File: src/hw/siof_regs.vh
// Register offsets, field positions and codes of the servo I/O function map
`ifndef SIOF_REGS_VH
`define SIOF_REGS_VH
// Register byte offsets
`define SIOF_CTRL_OFF 12'h000
`define SIOF_LOGIC_OFF 12'h004
`define SIOF_EFFLOGIC_OFF 12'h008
`define SIOF_FUNC_OFF 12'h00c
`define SIOF_LIMIT1_OFF 12'h010
`define SIOF_LIMIT2_OFF 12'h014
`define SIOF_ROTTH_OFF 12'h018
`define SIOF_ZEROTH_OFF 12'h01c
`define SIOF_SPEED_OFF 12'h020
`define SIOF_HOME_OFF 12'h024
`define SIOF_STATUS_OFF 12'h028
`define SIOF_IRQEN_OFF 12'h02c
`define SIOF_IRQCLR_OFF 12'h030
`define SIOF_ACTLIM_OFF 12'h034
// Control register fields
`define SIOF_CTRL_POSMODE 0
`define SIOF_CTRL_READY 1
`define SIOF_CTRL_SRC_LSB 4
`define SIOF_CTRL_SRC_MSB 5
// Position source codes
`define SIOF_SRC_PULSE 2'h0
`define SIOF_SRC_MULTI 2'h2
// Terminal logic codes, 3 bits per input
`define SIOF_LOGIC_LOW 3'h0
`define SIOF_LOGIC_HIGH 3'h1
`define SIOF_LOGIC_RISE 3'h2
`define SIOF_LOGIC_FALL 3'h3
`define SIOF_LOGIC_BOTH 3'h4
// Input function bit positions
`define SIOF_IN_HOMING 0
`define SIOF_IN_XINH 1
`define SIOF_IN_ESTOP 2
`define SIOF_IN_DEVCLR 3
`define SIOF_IN_LIMSEL 4
`define SIOF_IN_PINH 5
`define SIOF_IN_WRIRQ 6
`define SIOF_IN_WRNOIRQ 7
`define SIOF_IN_CMDCLR 8
`define SIOF_IN_HOMEREC 9
`define SIOF_IN_HOMESW 10
// Status event bit positions
`define SIOF_EV_WRIRQ 0
`define SIOF_EV_HOMEREC 1
`define SIOF_EV_ESTOP 2
`define SIOF_EV_CMDCLR 3
`endif

File: src/hw/siof_top.v
// Servo I/O function map: input decode, status outputs, APB registers
`timescale 1ns/100ps
`default_nettype none
`include "siof_regs.vh"
module siof_top #(
    parameter NIN = 11,
    parameter SW = 16,
    parameter PW = 32
) (
    // APB
    input wire pclk,
    input wire presetn,
    input wire psel,
    input wire penable,
    input wire pwrite,
    input wire [11:0] paddr,
    input wire [31:0] pwdata,
    output reg [31:0] prdata,
    output reg pready,
    output reg pslverr,
    // Terminals, one per input function, asynchronous
    input wire [NIN-1:0] terminal_in,
    // Drive state
    input wire signed [SW-1:0] speed_filtered,
    input wire signed [SW-1:0] speed_feedback,
    input wire signed [SW-1:0] speed_reference,
    input wire signed [PW-1:0] present_position,
    input wire pulse_ref_in,
    input wire cmd_done_set,
    input wire pos_done_set,
    // Decoded functions
    output reg homing_go_input,
    output reg xint_inhibit_out,
    output reg emergency_stop_out,
    output reg position_lock_out,
    output reg deviation_clear_input,
    output reg speed_limit_source_select,
    output reg [SW-1:0] speed_limit_active,
    output reg pulse_accept_out,
    output reg axis_command_write_with_irq,
    output reg axis_command_write_no_irq,
    output reg axis_write_irq_out,
    output reg command_done_clear,
    output reg capture_home_here,
    output reg home_switch_out,
    output reg cmd_done_out,
    output reg pos_done_out,
    output reg [PW-1:0] home_position,
    // Status outputs
    output reg servo_ready_out,
    output reg motor_rotating_out,
    output reg zero_speed_out,
    output reg irq
);
    function [2:0] force_level;
        input [2:0] cfg;
        begin
            if (cfg == `SIOF_LOGIC_RISE)
                force_level = `SIOF_LOGIC_HIGH;
            else if (cfg == `SIOF_LOGIC_FALL || cfg == `SIOF_LOGIC_BOTH)
                force_level = `SIOF_LOGIC_LOW;
            else
                force_level = cfg;
        end
    endfunction

    function [SW-1:0] mag;
        input signed [SW-1:0] v;
        begin
            mag = v[SW-1] ? (~v + 1'b1) : v;
        end
    endfunction

    reg [NIN-1:0] sync1_reg, sync2_reg, func_reg;
    reg [5:0] ctrl_reg;
    // One 32-bit word holds all logic fields; the last field has only two bits,
    // so that input accepts codes 0 to 3 and never code 4
    reg [31:0] logic_reg;
    reg [SW-1:0] lim1_reg, lim2_reg, rotth_reg, zeroth_reg;
    reg [3:0] status_reg, irqen_reg;
    reg [3:0] ev_next;
    reg [NIN-1:0] act_next;
    reg [3*NIN-1:0] eff_logic;
    reg [2:0] lg;
    reg pulse_d_reg;
    // Zero padding lets every field be sliced the same way, whatever NIN is
    wire [3*NIN+31:0] logic_all = {{3*NIN{1'b0}}, logic_reg};
    wire [3*NIN+31:0] eff_all = {32'h0000_0000, eff_logic};
    // Terminal level that reads inactive under the reset logic (active low)
    localparam [NIN-1:0] TERM_IDLE = {NIN{1'b1}};
    wire [1:0] pos_src = ctrl_reg[`SIOF_CTRL_SRC_MSB:`SIOF_CTRL_SRC_LSB];
    wire pulse_src = pos_src == `SIOF_SRC_PULSE;
    wire multi_src = pos_src == `SIOF_SRC_MULTI;
    wire posmode = ctrl_reg[`SIOF_CTRL_POSMODE];
    wire signed [SW:0] spd_diff = {speed_feedback[SW-1], speed_feedback} -
        {speed_reference[SW-1], speed_reference};
    wire [SW:0] diff_mag = spd_diff[SW] ? (~spd_diff + 1'b1) : spd_diff;
    // Setup-phase strobes, then access-phase write enables; reads are answered from the setup edge, so no wait state
    wire setup_rd = psel && !penable && !pwrite;
    wire setup_wr = psel && !penable && pwrite;
    wire wr_en = psel && penable && pwrite && pready;
    wire clr_wr = wr_en && paddr == `SIOF_IRQCLR_OFF;
    // Magnitudes for the lock (feedback) and rotation (filtered) compares
    wire [SW-1:0] fb_mag = mag(speed_feedback);
    wire [SW-1:0] filt_mag = mag(speed_filtered);
    integer i;

    // Polarity after forcing every input to a level setting
    always @* begin
        eff_logic = {3*NIN{1'b0}};
        act_next = {NIN{1'b0}};
        lg = 3'h0;
        for (i = 0; i < NIN; i = i + 1) begin
            lg = force_level(logic_all[3*i +: 3]);
            eff_logic[3*i +: 3] = lg;
            act_next[i] = (lg == `SIOF_LOGIC_HIGH) ? sync2_reg[i] : ~sync2_reg[i];
        end
    end

    // Synchroniser; first stage only feeds the second
    always @(posedge pclk or negedge presetn) begin
        if (!presetn) begin
            // Idle level, so no false function edge follows reset
            sync1_reg <= TERM_IDLE;
            sync2_reg <= TERM_IDLE;
            func_reg <= {NIN{1'b0}};
        end else begin
            sync1_reg <= terminal_in;
            sync2_reg <= sync1_reg;
            func_reg <= act_next;
        end
    end

    // Events are rising edges of decoded levels against the registered copy
    always @* begin
        ev_next = 4'h0;
        ev_next[`SIOF_EV_WRIRQ] = act_next[`SIOF_IN_WRIRQ] & ~func_reg[`SIOF_IN_WRIRQ] & posmode & multi_src;
        ev_next[`SIOF_EV_HOMEREC] = act_next[`SIOF_IN_HOMEREC] & ~func_reg[`SIOF_IN_HOMEREC];
        ev_next[`SIOF_EV_ESTOP] = act_next[`SIOF_IN_ESTOP] & ~func_reg[`SIOF_IN_ESTOP];
        ev_next[`SIOF_EV_CMDCLR] = act_next[`SIOF_IN_CMDCLR] & ~func_reg[`SIOF_IN_CMDCLR];
    end

    // Function outputs, all low through reset
    always @(posedge pclk or negedge presetn) begin
        if (!presetn) begin
            homing_go_input <= 1'b0;
            xint_inhibit_out <= 1'b0;
            emergency_stop_out <= 1'b0;
            position_lock_out <= 1'b0;
            deviation_clear_input <= 1'b0;
            speed_limit_source_select <= 1'b0;
            speed_limit_active <= {SW{1'b0}};
            pulse_accept_out <= 1'b0;
            pulse_d_reg <= 1'b0;
            axis_command_write_with_irq <= 1'b0;
            axis_command_write_no_irq <= 1'b0;
            axis_write_irq_out <= 1'b0;
            command_done_clear <= 1'b0;
            capture_home_here <= 1'b0;
            home_switch_out <= 1'b0;
            cmd_done_out <= 1'b0;
            pos_done_out <= 1'b0;
            home_position <= {PW{1'b0}};
            servo_ready_out <= 1'b0;
            motor_rotating_out <= 1'b0;
            zero_speed_out <= 1'b0;
        end else begin
            homing_go_input <= act_next[`SIOF_IN_HOMING];
            xint_inhibit_out <= act_next[`SIOF_IN_XINH];
            emergency_stop_out <= act_next[`SIOF_IN_ESTOP];
            // Lock only once the motor is down to zero speed
            position_lock_out <= act_next[`SIOF_IN_ESTOP] &&
                fb_mag <= zeroth_reg;
            deviation_clear_input <= act_next[`SIOF_IN_DEVCLR];
            speed_limit_source_select <= act_next[`SIOF_IN_LIMSEL];
            speed_limit_active <= act_next[`SIOF_IN_LIMSEL] ? lim2_reg : lim1_reg;
            pulse_d_reg <= pulse_ref_in;
            // Pulses pass only when not inhibited in pulse source mode
            pulse_accept_out <= pulse_d_reg &&
                !(posmode && pulse_src && act_next[`SIOF_IN_PINH]);
            axis_command_write_with_irq <= act_next[`SIOF_IN_WRIRQ] & posmode & multi_src;
            axis_command_write_no_irq <= act_next[`SIOF_IN_WRNOIRQ] & posmode & multi_src;
            axis_write_irq_out <= ev_next[`SIOF_EV_WRIRQ];
            command_done_clear <= act_next[`SIOF_IN_CMDCLR];
            capture_home_here <= act_next[`SIOF_IN_HOMEREC];
            home_switch_out <= act_next[`SIOF_IN_HOMESW];
            // Clear holds while the input is active, beating any set
            if (act_next[`SIOF_IN_CMDCLR]) begin
                cmd_done_out <= 1'b0;
                pos_done_out <= 1'b0;
            end else begin
                if (cmd_done_set)
                    cmd_done_out <= 1'b1;
                if (pos_done_set)
                    pos_done_out <= 1'b1;
            end
            if (ev_next[`SIOF_EV_HOMEREC])
                home_position <= present_position;
            servo_ready_out <= ctrl_reg[`SIOF_CTRL_READY];
            motor_rotating_out <= filt_mag >= rotth_reg;
            // One bit wider than the speeds, so the difference of two extremes cannot wrap
            zero_speed_out <= diff_mag <= {1'b0, zeroth_reg};
        end
    end

    // APB register file; zero wait states
    always @(posedge pclk or negedge presetn) begin
        if (!presetn) begin
            ctrl_reg <= 6'h00;
            logic_reg <= 32'h0000_0000;
            lim1_reg <= {SW{1'b0}};
            lim2_reg <= {SW{1'b0}};
            rotth_reg <= {SW{1'b0}};
            zeroth_reg <= {SW{1'b0}};
            status_reg <= 4'h0;
            irqen_reg <= 4'h0;
            irq <= 1'b0;
            prdata <= 32'h0000_0000;
            pready <= 1'b0;
            pslverr <= 1'b0;
        end else begin
            pready <= psel && !penable;
            pslverr <= 1'b0;
            if (wr_en) begin
                if (paddr == `SIOF_CTRL_OFF)
                    ctrl_reg <= pwdata[5:0];
                else if (paddr == `SIOF_LOGIC_OFF)
                    logic_reg <= pwdata;
                else if (paddr == `SIOF_LIMIT1_OFF)
                    lim1_reg <= pwdata[SW-1:0];
                else if (paddr == `SIOF_LIMIT2_OFF)
                    lim2_reg <= pwdata[SW-1:0];
                else if (paddr == `SIOF_ROTTH_OFF)
                    rotth_reg <= pwdata[SW-1:0];
                else if (paddr == `SIOF_ZEROTH_OFF)
                    zeroth_reg <= pwdata[SW-1:0];
                else if (paddr == `SIOF_IRQEN_OFF)
                    irqen_reg <= pwdata[3:0];
            end
            // New events win over a same-cycle clear
            if (clr_wr)
                status_reg <= (status_reg & ~pwdata[3:0]) | ev_next;
            else
                status_reg <= status_reg | ev_next;
            // Interrupt follows status one cycle later, straight from a flip-flop
            irq <= |(status_reg & irqen_reg);
            if (setup_rd) begin
                prdata <= 32'h0000_0000;
                if (paddr == `SIOF_CTRL_OFF)
                    prdata[5:0] <= ctrl_reg;
                else if (paddr == `SIOF_LOGIC_OFF)
                    prdata <= logic_reg;
                else if (paddr == `SIOF_EFFLOGIC_OFF)
                    prdata <= eff_all[31:0];
                else if (paddr == `SIOF_FUNC_OFF)
                    prdata[NIN-1:0] <= func_reg;
                else if (paddr == `SIOF_LIMIT1_OFF)
                    prdata[SW-1:0] <= lim1_reg;
                else if (paddr == `SIOF_LIMIT2_OFF)
                    prdata[SW-1:0] <= lim2_reg;
                else if (paddr == `SIOF_ROTTH_OFF)
                    prdata[SW-1:0] <= rotth_reg;
                else if (paddr == `SIOF_ZEROTH_OFF)
                    prdata[SW-1:0] <= zeroth_reg;
                else if (paddr == `SIOF_SPEED_OFF)
                    prdata[2:0] <= {zero_speed_out, motor_rotating_out, servo_ready_out};
                else if (paddr == `SIOF_HOME_OFF)
                    prdata[PW-1:0] <= home_position;
                else if (paddr == `SIOF_STATUS_OFF)
                    prdata[3:0] <= status_reg;
                else if (paddr == `SIOF_IRQEN_OFF)
                    prdata[3:0] <= irqen_reg;
                else if (paddr == `SIOF_ACTLIM_OFF)
                    prdata[SW-1:0] <= speed_limit_active;
                else
                    pslverr <= 1'b1;
            end else if (setup_wr) begin
                // Read-only, unmapped and unaligned words refuse writes without effect
                if (paddr > `SIOF_ACTLIM_OFF || paddr[1:0] != 2'h0 || paddr == `SIOF_EFFLOGIC_OFF ||
                    paddr == `SIOF_FUNC_OFF || paddr == `SIOF_SPEED_OFF || paddr == `SIOF_HOME_OFF ||
                    paddr == `SIOF_STATUS_OFF || paddr == `SIOF_ACTLIM_OFF)
                    pslverr <= 1'b1;
            end
        end
    end
endmodule
`default_nettype wire

File: config.mk
export PLATFORM = sky130hd
export DESIGN_NAME = siof_top
export DESIGN_NICKNAME = d
export VERILOG_FILES = /design/src/hw/siof_top.v
export VERILOG_INCLUDE_DIRS = /design/src /design/src/hw
export SDC_FILE = /design/constraint.sdc
export NUM_CORES = 1
export LEC_CHECK = 0
export BUFFER_PORTS_ARGS = -buffer_cell sky130_fd_sc_hd__buf_2
export CAP_MARGIN = 15
export CORE_MARGIN = 4
export CORE_UTILIZATION = 35
export DETAILED_ROUTE_END_ITERATION = 10
export GPL_ROUTABILITY_DRIVEN = 0
export PLACE_DENSITY = 0.66
export SLEW_MARGIN = 0
export SYNTH_ARGS = -nofsm -noshare
export SYNTH_HDL_FRONTEND = slang
export SYNTH_SLANG_ARGS = --single-unit
File: constraint.sdc
create_clock -name pclk -period 2 [get_ports pclk]
set_input_delay 0.4 -clock pclk [delete_from_list [all_inputs] [get_ports pclk]]
set_output_delay 0.4 -clock pclk [all_outputs]
set_load 0.05 [all_outputs]
Word level (Yosys, flattened, before mapping)
Cells that the tools add are included.

word-level totals
  input bits = 143
  word-level logic and storage cells = 275
  register bits after elaboration = 245

operators by class
  add/sub/neg operators = 4
  eq/ne operators = 57
  order comparisons = 4
  reductions and logical operators = 44
  bitwise logic cells = 39
  muxes and demuxes = 91

operators with widths
  kind                     count
  $mux W16                 24
  $eq A12 B6 Y1 const B    6
  $mux W32                 2
  $mux W3                  21
  $eq A3 B2 Y1 const B     20
  $eq A12 B5 Y1 const B    4
  $eq A3 B1 Y1 const B     11
  $add A16 B1 Y16 const B  2
  $not A16 Y16             2
  $mux W1                  31
  $eq A3 B3 Y1 const B     10
  $mux W29                 1
  $mux W26                 1
  $eq A12 B4 Y1 const B    2
  $mux W12                 2
  $mux W21                 1
  $not A1 Y1               21
  $add A17 B1 Y17 const B  1
  $le A17 B16 Y1           1
  $logic_or A1 B1 Y1       17
  $mux W17                 1
  $not A17 Y17             1
  $sub A16 B16 Y17         1
  $ge A16 B16 Y1           1
  25 further kinds         55

Logic depth before layout (Yosys ltp)
Gate-level depths: netlist (run 1).

  word-level depth = 24
  mapped depth = 23
  gate-level depth less buffers = 22

Worst setup path after synthesis (run 1)
OpenSTA, ideal clock, no wires.

  path kind = input -> register
  start = input port speed_feedback[0]
  end = register zero_speed_out
  path buffers = 1
  arrival time = 4059 ps
  slack = -2127 ps
  stages = 22
  setup time = 68 ps
  cell sequence = inv_1 > ha_1 > fa_1 > nor2b_1 > o211ai_1 > a21oi_1 > a41o_1 > o21a_1 > o21ai_0 > a31oi_1 > clkbuf_1 > a21oi_1 > xnor2_1 > ha_1 > a21o_1 > a21o_1 > a21oi_1 > nor2b_1 > o21ai_0 > nand2_1 > o21ai_0 > o41a_1

between the ends
  cells in the longest elaborated chain, start to end = 5

ends and longest elaborated chain
  element               RTL line        RTL
  start, declared       siof_top.v:25   input wire signed [SW-1:0] speed_feedback,
  $sub A16 B16 Y17 (*)  siof_top.v:95   wire signed [SW:0] spd_diff = {speed_feedback[SW-1], speed_feedback} -
  $not A17 Y17          siof_top.v:97   wire [SW:0] diff_mag = spd_diff[SW] ? (~spd_diff + 1'b1) : spd_diff;
  $add A17 B1 Y17       siof_top.v:97
  $mux W17 (*)          siof_top.v:97
  $le A17 B16 Y1 (*)    siof_top.v:202  zero_speed_out <= diff_mag <= {1'b0, zeroth_reg};
  end signal, assigned  siof_top.v:202
  end, declared         siof_top.v:52   output reg zero_speed_out,

Mark *: on every way between the ends. The rest lies on a longest branch, timed or not.
A chain may end at the register's enable or synchronous reset.

Worst setup path after layout (run 1)
  start = input port speed_reference[2]
  end = register zero_speed_out

between the ends
  cells in the longest elaborated chain, start to end = 5

ends and longest elaborated chain
  element               RTL line        RTL
  start, declared       siof_top.v:26   input wire signed [SW-1:0] speed_reference,
  $sub A16 B16 Y17 (*)  siof_top.v:95
  $not A17 Y17          siof_top.v:97
  $add A17 B1 Y17       siof_top.v:97
  $mux W17 (*)          siof_top.v:97
  $le A17 B16 Y1 (*)    siof_top.v:202

Marks and branches as above.

==> results of run 1 <==
metrics by stage:
step,worst slack (ps),TNS (ps),hold slack (ps)
4_1_cts,-1250,-32510,55.7
6_report,-1330,-39050,79.5
3_3_place_gp,-1990,-99360,346
3_5_place_dp,-2140,-101760,347
5_1_grt,-1510,-45010,60.6
2_1_floorplan,-1610,-52830,104
worst paths after layout:
check / from / endpoint / slack [ps] / cells past startpoint
worst min register to register: sync1_reg[10]$_DFF_PN1_ / sync2_reg[10]$_DFF_PN1_ / 350 / 0
max in group asynchronous: presetn / sync1_reg[2]$_DFF_PN1_ / 910 / 3
worst max register to register: zeroth_reg[2]$_DFFE_PN0P_ / position_lock_out$_DFF_PN0_ / -280 / 11
worst min-delay path: pos_done_set / pos_done_out$_DFFE_PN0P_ / 80 / 3
worst max-delay path: speed_reference[2] / zero_speed_out$_DFF_PN0_ / -1330 / 23
min in group asynchronous: presetn / ctrl_reg[1]$_DFFE_PN0P_ / 410 / 2
synth_stat cells, types with 14 or more instances:
master,number
o21ai_0,118
nand3_1,14
nor3_1,16
a22oi_1,22
clkbuf_1,34
xnor2_1,62
nor2b_1,17
ha_1,69
dfstp_2,22
a21oi_1,66
xor2_1,15
inv_1,61
nor2_1,69
dfrtp_1,215
mux2_2,114
nand2_1,139
nand2b_1,19
worst max-delay path, delay by kind of cell:
family                     cells  cell delay (ps)
and+or+nand+nor                4              460
AOI/OAI and AO/OA             14             2100
buffers and inverters          3              340
adders and majority gates      2              500
cell type report:
| type | count | area [um2] | area share [%] |
|---|---|---|---|
| diodes | 3 | 7.51 | 0.0384 |
| clock buffers | 39 | 781 | 4.00 |
| clock inverters | 11 | 123 | 0.628 |
| inverters | 62 | 245 | 1.26 |
| multi-input cells | 917 | 7860 | 40.2 |
| flip-flops and latches | 237 | 5960 | 30.5 |
| well taps | 468 | 586 | 3.00 |
| repair buffers | 513 | 3970 | 20.3 |
power by group:
part           switching (mW)  internal (mW)
combinational            1.47           1.06
sequential              0.139           4.96
clock                    2.07           2.98
total                    3.68           9.00
timing repair:
action | in CTS | in global routing
hold buffers | 13 | 0
buffers inserted | 39 | 14
pin swaps | 89 | 45
setup endpoints to repair | 126 | 164
cloned | 13 | 2
endpoints found under the hold margin | 61 | 0
resized for setup | 153 | 120
routing by layer:
layer	vias to the layer above	share of wire, %	GRT usage [%]
met4	10	2.7	5.36
met2	443	48	36.4
met1	5841	42	28.9
met3	96	6.8	4.25
met5	-	0.13	0
li1	5523	-	-
cell families after synthesis:
group	Yosys count	share of synthesized area [%]
buf+inv	114	3.65
flops	237	45.6
fa+ha+maj	70	6.77
simple gates	325	11.8
compound gates	316	15.2
mux	128	11.7
xor+xnor	77	5.17
==> results.py, run 1 <==
metrics = {
    "outcome": {
        "status": "finished with violations",
        "violations": "setup timing",
    },
    "placed_design": {
        "port_buffers": 243,
        "place_inst": 2132,
        "dp_hpwl_um": 33100,
        "post_dp_cell_area_um2": 16900,
    },
    "clocking": {
        "cts.path.max_buffers": 3,
        "tritoncts": "done",
        "cts_buffers": 27,
        "numClockSinks": 237,
        "h-tree-depth": 1,
        "worst_setup_hold_path_clk_slew_ps": 60,
        "cts-root-buf": "clkbuf_16",
        "worst_skew_pair.late_latency_ps": 550,
    },
    "setup_path": {
        "end_kind": "register",
        "cp.required_ps": 2480,
        "crit_top_cell": "a21oi_2",
        "cp_data_arrival_time_ps": 3810,
        "cp_max_fo": 5,
        "crit_type": "primary input to register",
        "cp_slowest_cell": "ha_1",
        "slowest_delay_ps": 290,
        "start_kind": "primary input",
        "cp_cell_sequence": "buf_2 > inv_1 > ha_4 > nor2b_2 > o211ai_1 > a21oi_2 > a41o_1 > o21a_1 > o21ai_2 > a31oi_4 > buf_12 > nor2_2 > a21oi_2 > ha_1 > nor2b_1 > o21ai_1 > nand2b_1 > a21oi_2 > o21ai_1 > a21oi_2 > o21ai_2 > o21ai_2 > o41a_1",
    },
    "timing": {
        "rsz0062_at_grt": "yes",
        "setup_viol": 137,
        "fin_ws_ps": -1330,
        "fmax_ghz": 0.300,
        "fin_skew_ps": 11.6,
        "hold_viol": 0,
        "period_share_pct": 166,
        "max_slew.worst_pin.slew_ps": 565,
        "period_needed_ps": 3330,
        "relSlewSlack_pct": 62.3,
        "finalMaxSlewViolations": 0,
    },
    "routing": {
        "ant_nets": 0,
        "wl_per_cell_um": 20.1,
        "drcViolationCount": 0,
        "via_count": 11913,
        "drtIter0Drc": 836,
        "finalWirelength_um": 45200,
        "post_drt_via_cell_ratio": 5.29,
        "dr.pass1.iters": 8,
    },
    "global_routing": {
        "overflow": 0,
        "grt_pass1_vias": 12379,
        "antenna_found_initial": 8,
        "grt_pass1_wl_um": 70500,
        "grt_usage_pct": 21.6,
        "grt_max_degree": 68,
    },
    "yosys": {
        "async_flop_share_pct": 100,
        "yosysTopAreaCell": "dfrtp_1",
        "synth_edf_count": 0,
        "syn_avg_cell_area_um2": 10.3,
        "synth_flop_cell": "dfrtp_1",
        "yosysSeqAreaShare_pct": 45.6,
        "synthCells": 1267,
        "syn-num-nets": 1480,
        "synth_cell_types": 75,
        "ys_ff_latch": 237,
        "ys_warn_count": 0,
        "synth_top_area_share_pct": 41.2,
        "synthesis.area_um2": 13100,
        "ys_top_cells_by_area": "dfrtp_1 41%, mux2_2 9.8%, ha_1 6.6%, o21ai_0 4.5%, dfstp_2 4.4%",
    },
    "layout": {
        "nets": 1971,
        "syn2layout_area_growth_pct": 49.6,
        "fin_util_pct": 53.2,
        "drive_above_1_share_pct": 50.9,
        "final_cell_area_um2": 19500,
        "final_common_cell": "buf_2",
        "final_cell_mix": "236 x buf_2, 214 x dfrtp_1, 191 x buf_4",
        "layout.cells.non_filler": 2250,
        "num-fill-cells": 3093,
    },
    "power_and_ir_drop": {
        "ir_drop_v": 0.000560,
        "total_power_mw": 12.7,
        "powerDensity_nw_per_um2": 649,
        "p_leak_nw": 9.51,
    },
    "floorplan": {
        "initial_core_util_pct": 35.6,
        "die_area_um2": 40400,
        "die_w_um": 201,
        "pin_count": 244,
        "dieHeight_um": 201,
        "core_um2": 36700,
        "rows": 70,
    },
    "job": {
        "max-cap-violations": 0,
    },
    "min_path": {
        "hold_class": "primary input to register",
    },
}
Power figures use the tool's default switching activity.
==> inputs of run 2 (changes only) <==
- CORE_ASPECT_RATIO: not set -> 1.2
==> run 2 against run 1 <==
Against the previous run:
- the flow still finishes with violations (setup timing)
- clock-buffer cell count is 1 lower
- via count is 1.1% higher
- die area hardly changed
- setup slack worse by 100 ps
- sequential share of layout area is 0.17 points lower
- power is 2.9% higher
- worst hold slack worse by 6.1 ps
- routed wire length is 3.0% higher
- sequential power hardly changed
- clock skew hardly changed
- core utilization is 0.14 points higher
- register-to-register slack worse by 30 ps
==> results.py, run 2 (same netlist as run 1, synthesis figures left out) <==
metrics = {
    "setup_path": {
        "cp.required_ps": 2430,
        "reg2reg_depth": 11,
        "cp_cell_sequence": "buf_2 > inv_1 > ha_4 > or2_4 > o211ai_1 > a21oi_2 > a41o_1 > o21a_1 > o21ai_2 > a31oi_4 > buf_12 > buf_16 > buf_6 > a31oi_4 > xnor2_1 > ha_1 > nand4_1 > nor2_2 > nand2_1 > o21ai_1 > o21ai_1 > o41a_1",
        "cp_max_fo": 5,
        "startpoint": "speed_reference[3]",
        "end_kind": "register",
        "crit_type": "primary input to register",
        "start_kind": "primary input",
        "cp_data_arrival_time_ps": 3860,
        "cpLargestDelayFamily": "compound AO/OA/AOI/OAI gates",
        "crit_buf_inv": 5,
        "slowest_delay_ps": 340,
        "r2r_slack_ps": -310,
        "regToRegEndpoint": "position_lock_out$_DFF_PN0_",
        "path_depth": 22,
        "worstReg2RegStart": "zeroth_reg[3]$_DFFE_PN0P_",
        "critPathCapture": "zero_speed_out$_DFF_PN0_",
        "cp_slowest_cell": "ha_1",
    },
    "timing": {
        "hold_viol": 0,
        "finalMaxSlewViolations": 0,
        "fin_skew_ps": 11.1,
        "max_slew.worst_pin.slew_ps": 513,
        "rsz0062_at_grt": "yes",
        "period_share_pct": 171,
        "fmax_ghz": 0.292,
        "relSlewSlack_pct": 65.8,
        "tns_ps": -29690,
        "period_needed_ps": 3430,
        "fin_ws_ps": -1430,
        "setup_viol": 137,
        "holdWs_ps": 73.4,
    },
    "layout": {
        "final_cell_mix": "234 x buf_2, 214 x dfrtp_1, 177 x buf_4",
        "num-fill-cells": 3108,
        "register_area_um2": 5960,
        "fin_util_pct": 53.4,
        "multi_input_area_um2": 7870,
        "drive_above_1_share_pct": 50.5,
        "final_cell_area_um2": 19600,
        "final_common_cell": "buf_2",
        "syn2layout_area_growth_pct": 50.4,
        "nets": 1965,
    },
    "routing": {
        "via_count": 12046,
        "ant_nets": 0,
        "finalWirelength_um": 46500,
        "wl_per_cell_um": 20.7,
        "post_drt_via_cell_ratio": 5.35,
        "drcViolationCount": 0,
        "dr.pass1.iters": 6,
        "drtIter0Drc": 781,
    },
    "clocking": {
        "worst_skew_pair.late_latency_ps": 550,
        "cts_buffers": 28,
        "cts-root-buf": "clkbuf_16",
        "worst_setup_hold_path_clk_slew_ps": 60,
        "h-tree-depth": 1,
        "tritoncts": "done",
        "numClockSinks": 237,
        "cts.path.max_buffers": 3,
    },
    "placed_design": {
        "post_dp_cell_area_um2": 16800,
        "port_buffers": 243,
        "dp_hpwl_um": 33100,
    },
    "floorplan": {
        "dieHeight_um": 220,
        "initial_core_util_pct": 35.5,
        "die_area_um2": 40500,
        "pin_count": 244,
        "core_um2": 36800,
        "die_w_um": 184,
        "rows": 77,
    },
    "power_and_ir_drop": {
        "total_power_mw": 13.1,
        "p_leak_nw": 9.51,
        "pwr-share-clk_pct": 41.6,
        "ir_drop_v": 0.000497,
        "powerDensity_nw_per_um2": 665,
        "seqPwrFrac_pct": 39.1,
        "p_int_mw": 9.30,
        "swShare_pct": 28.7,
        "p_sw_mw": 3.75,
        "combPwrFrac_pct": 19.3,
    },
    "global_routing": {
        "antenna_found_initial": 4,
        "grt_usage_pct": 21.9,
        "overflow": 0,
        "grt_pass1_vias": 12455,
        "grt_max_degree": 55,
        "grt_pass1_wl_um": 69700,
    },
    "outcome": {
        "status": "finished with violations",
        "violations": "setup timing",
    },
    "min_path": {
        "hold_class": "primary input to register",
        "hold_depth": 3,
    },
    "job": {
        "max-cap-violations": 0,
    },
}
run 2: how the worst min path moves through the flow:
stage / startpoint / end / slack [ps]
finish: pwdata[30] / logic_reg[30]$_DFFE_PN0P_ / 70
global route: present_position[19] / home_position[19]$_DFFE_PN0P_ / 70
CTS: present_position[17] / home_position[17]$_DFFE_PN0P_ / 60
detailed placement: presetn / axis_write_irq_out$_DFF_PN0_ / 330
global placement: presetn / axis_write_irq_out$_DFF_PN0_ / 330
floorplan: presetn / axis_command_write_no_irq$_DFF_PN0_ / 100
run 2: area by class of cell:
| type | instances | share of cell area, % |
|---|---|---|
| inverter | 62 | 1.25 |
| sequential | 237 | 30.3 |
| tap | 474 | 3.02 |
| clock buffer | 38 | 4.22 |
| multi-input combinational | 916 | 40.1 |
| antenna | 2 | 0.0255 |
| clock inverter | 14 | 0.822 |
| timing repair buffer | 507 | 20.3 |
run 2: layer usage:
layer  vias to the layer above  GRT usage (%)  wire length [um]
met3                       129           3.75              3310
li1                       5520              -                 -
met1                      5867           26.9             18100
met2                       526           37.4             22700
met4                         4           10.1              2400
met5                         -              0                22
run 2: stage by stage:
step | worst slack, ps | std cells
2_1_floorplan | -1610 | 1267
3_3_place_gp | -2040 | 2130
3_5_place_dp | -2170 | 2130
4_1_cts | -1350 | 2246
5_1_grt | -1570 | 2250
6_report | -1430 | 2250
run 2: what timing repair did:
action	4_1_cts	5_1_grt
pin swaps	83	88
gates resized for setup	157	125
gates cloned	13	2
setup buffers	41	14
endpoints found under the setup margin	124	137
hold buffers	13	0
hold endpoints to repair	37	0
run 2: power by group through the flow:
stage | logic [mW] | registers (mW) | clock network, mW
after floorplan | 0.879 | 5.57 | 0
after global placement | 2.26 | 5.18 | 0
after detailed placement | 2.31 | 5.19 | 0
after CTS | 2.46 | 5.11 | 5.50
after global routing | 2.71 | 5.12 | 5.69
final | 2.52 | 5.11 | 5.43
run 2: tightest hold or removal path: cells and delay by family:
family	cells	cell delay [ps]
AOI/OAI and AO/OA	1	40
buffers and inverters	1	100
and+or+nand+nor	1	40
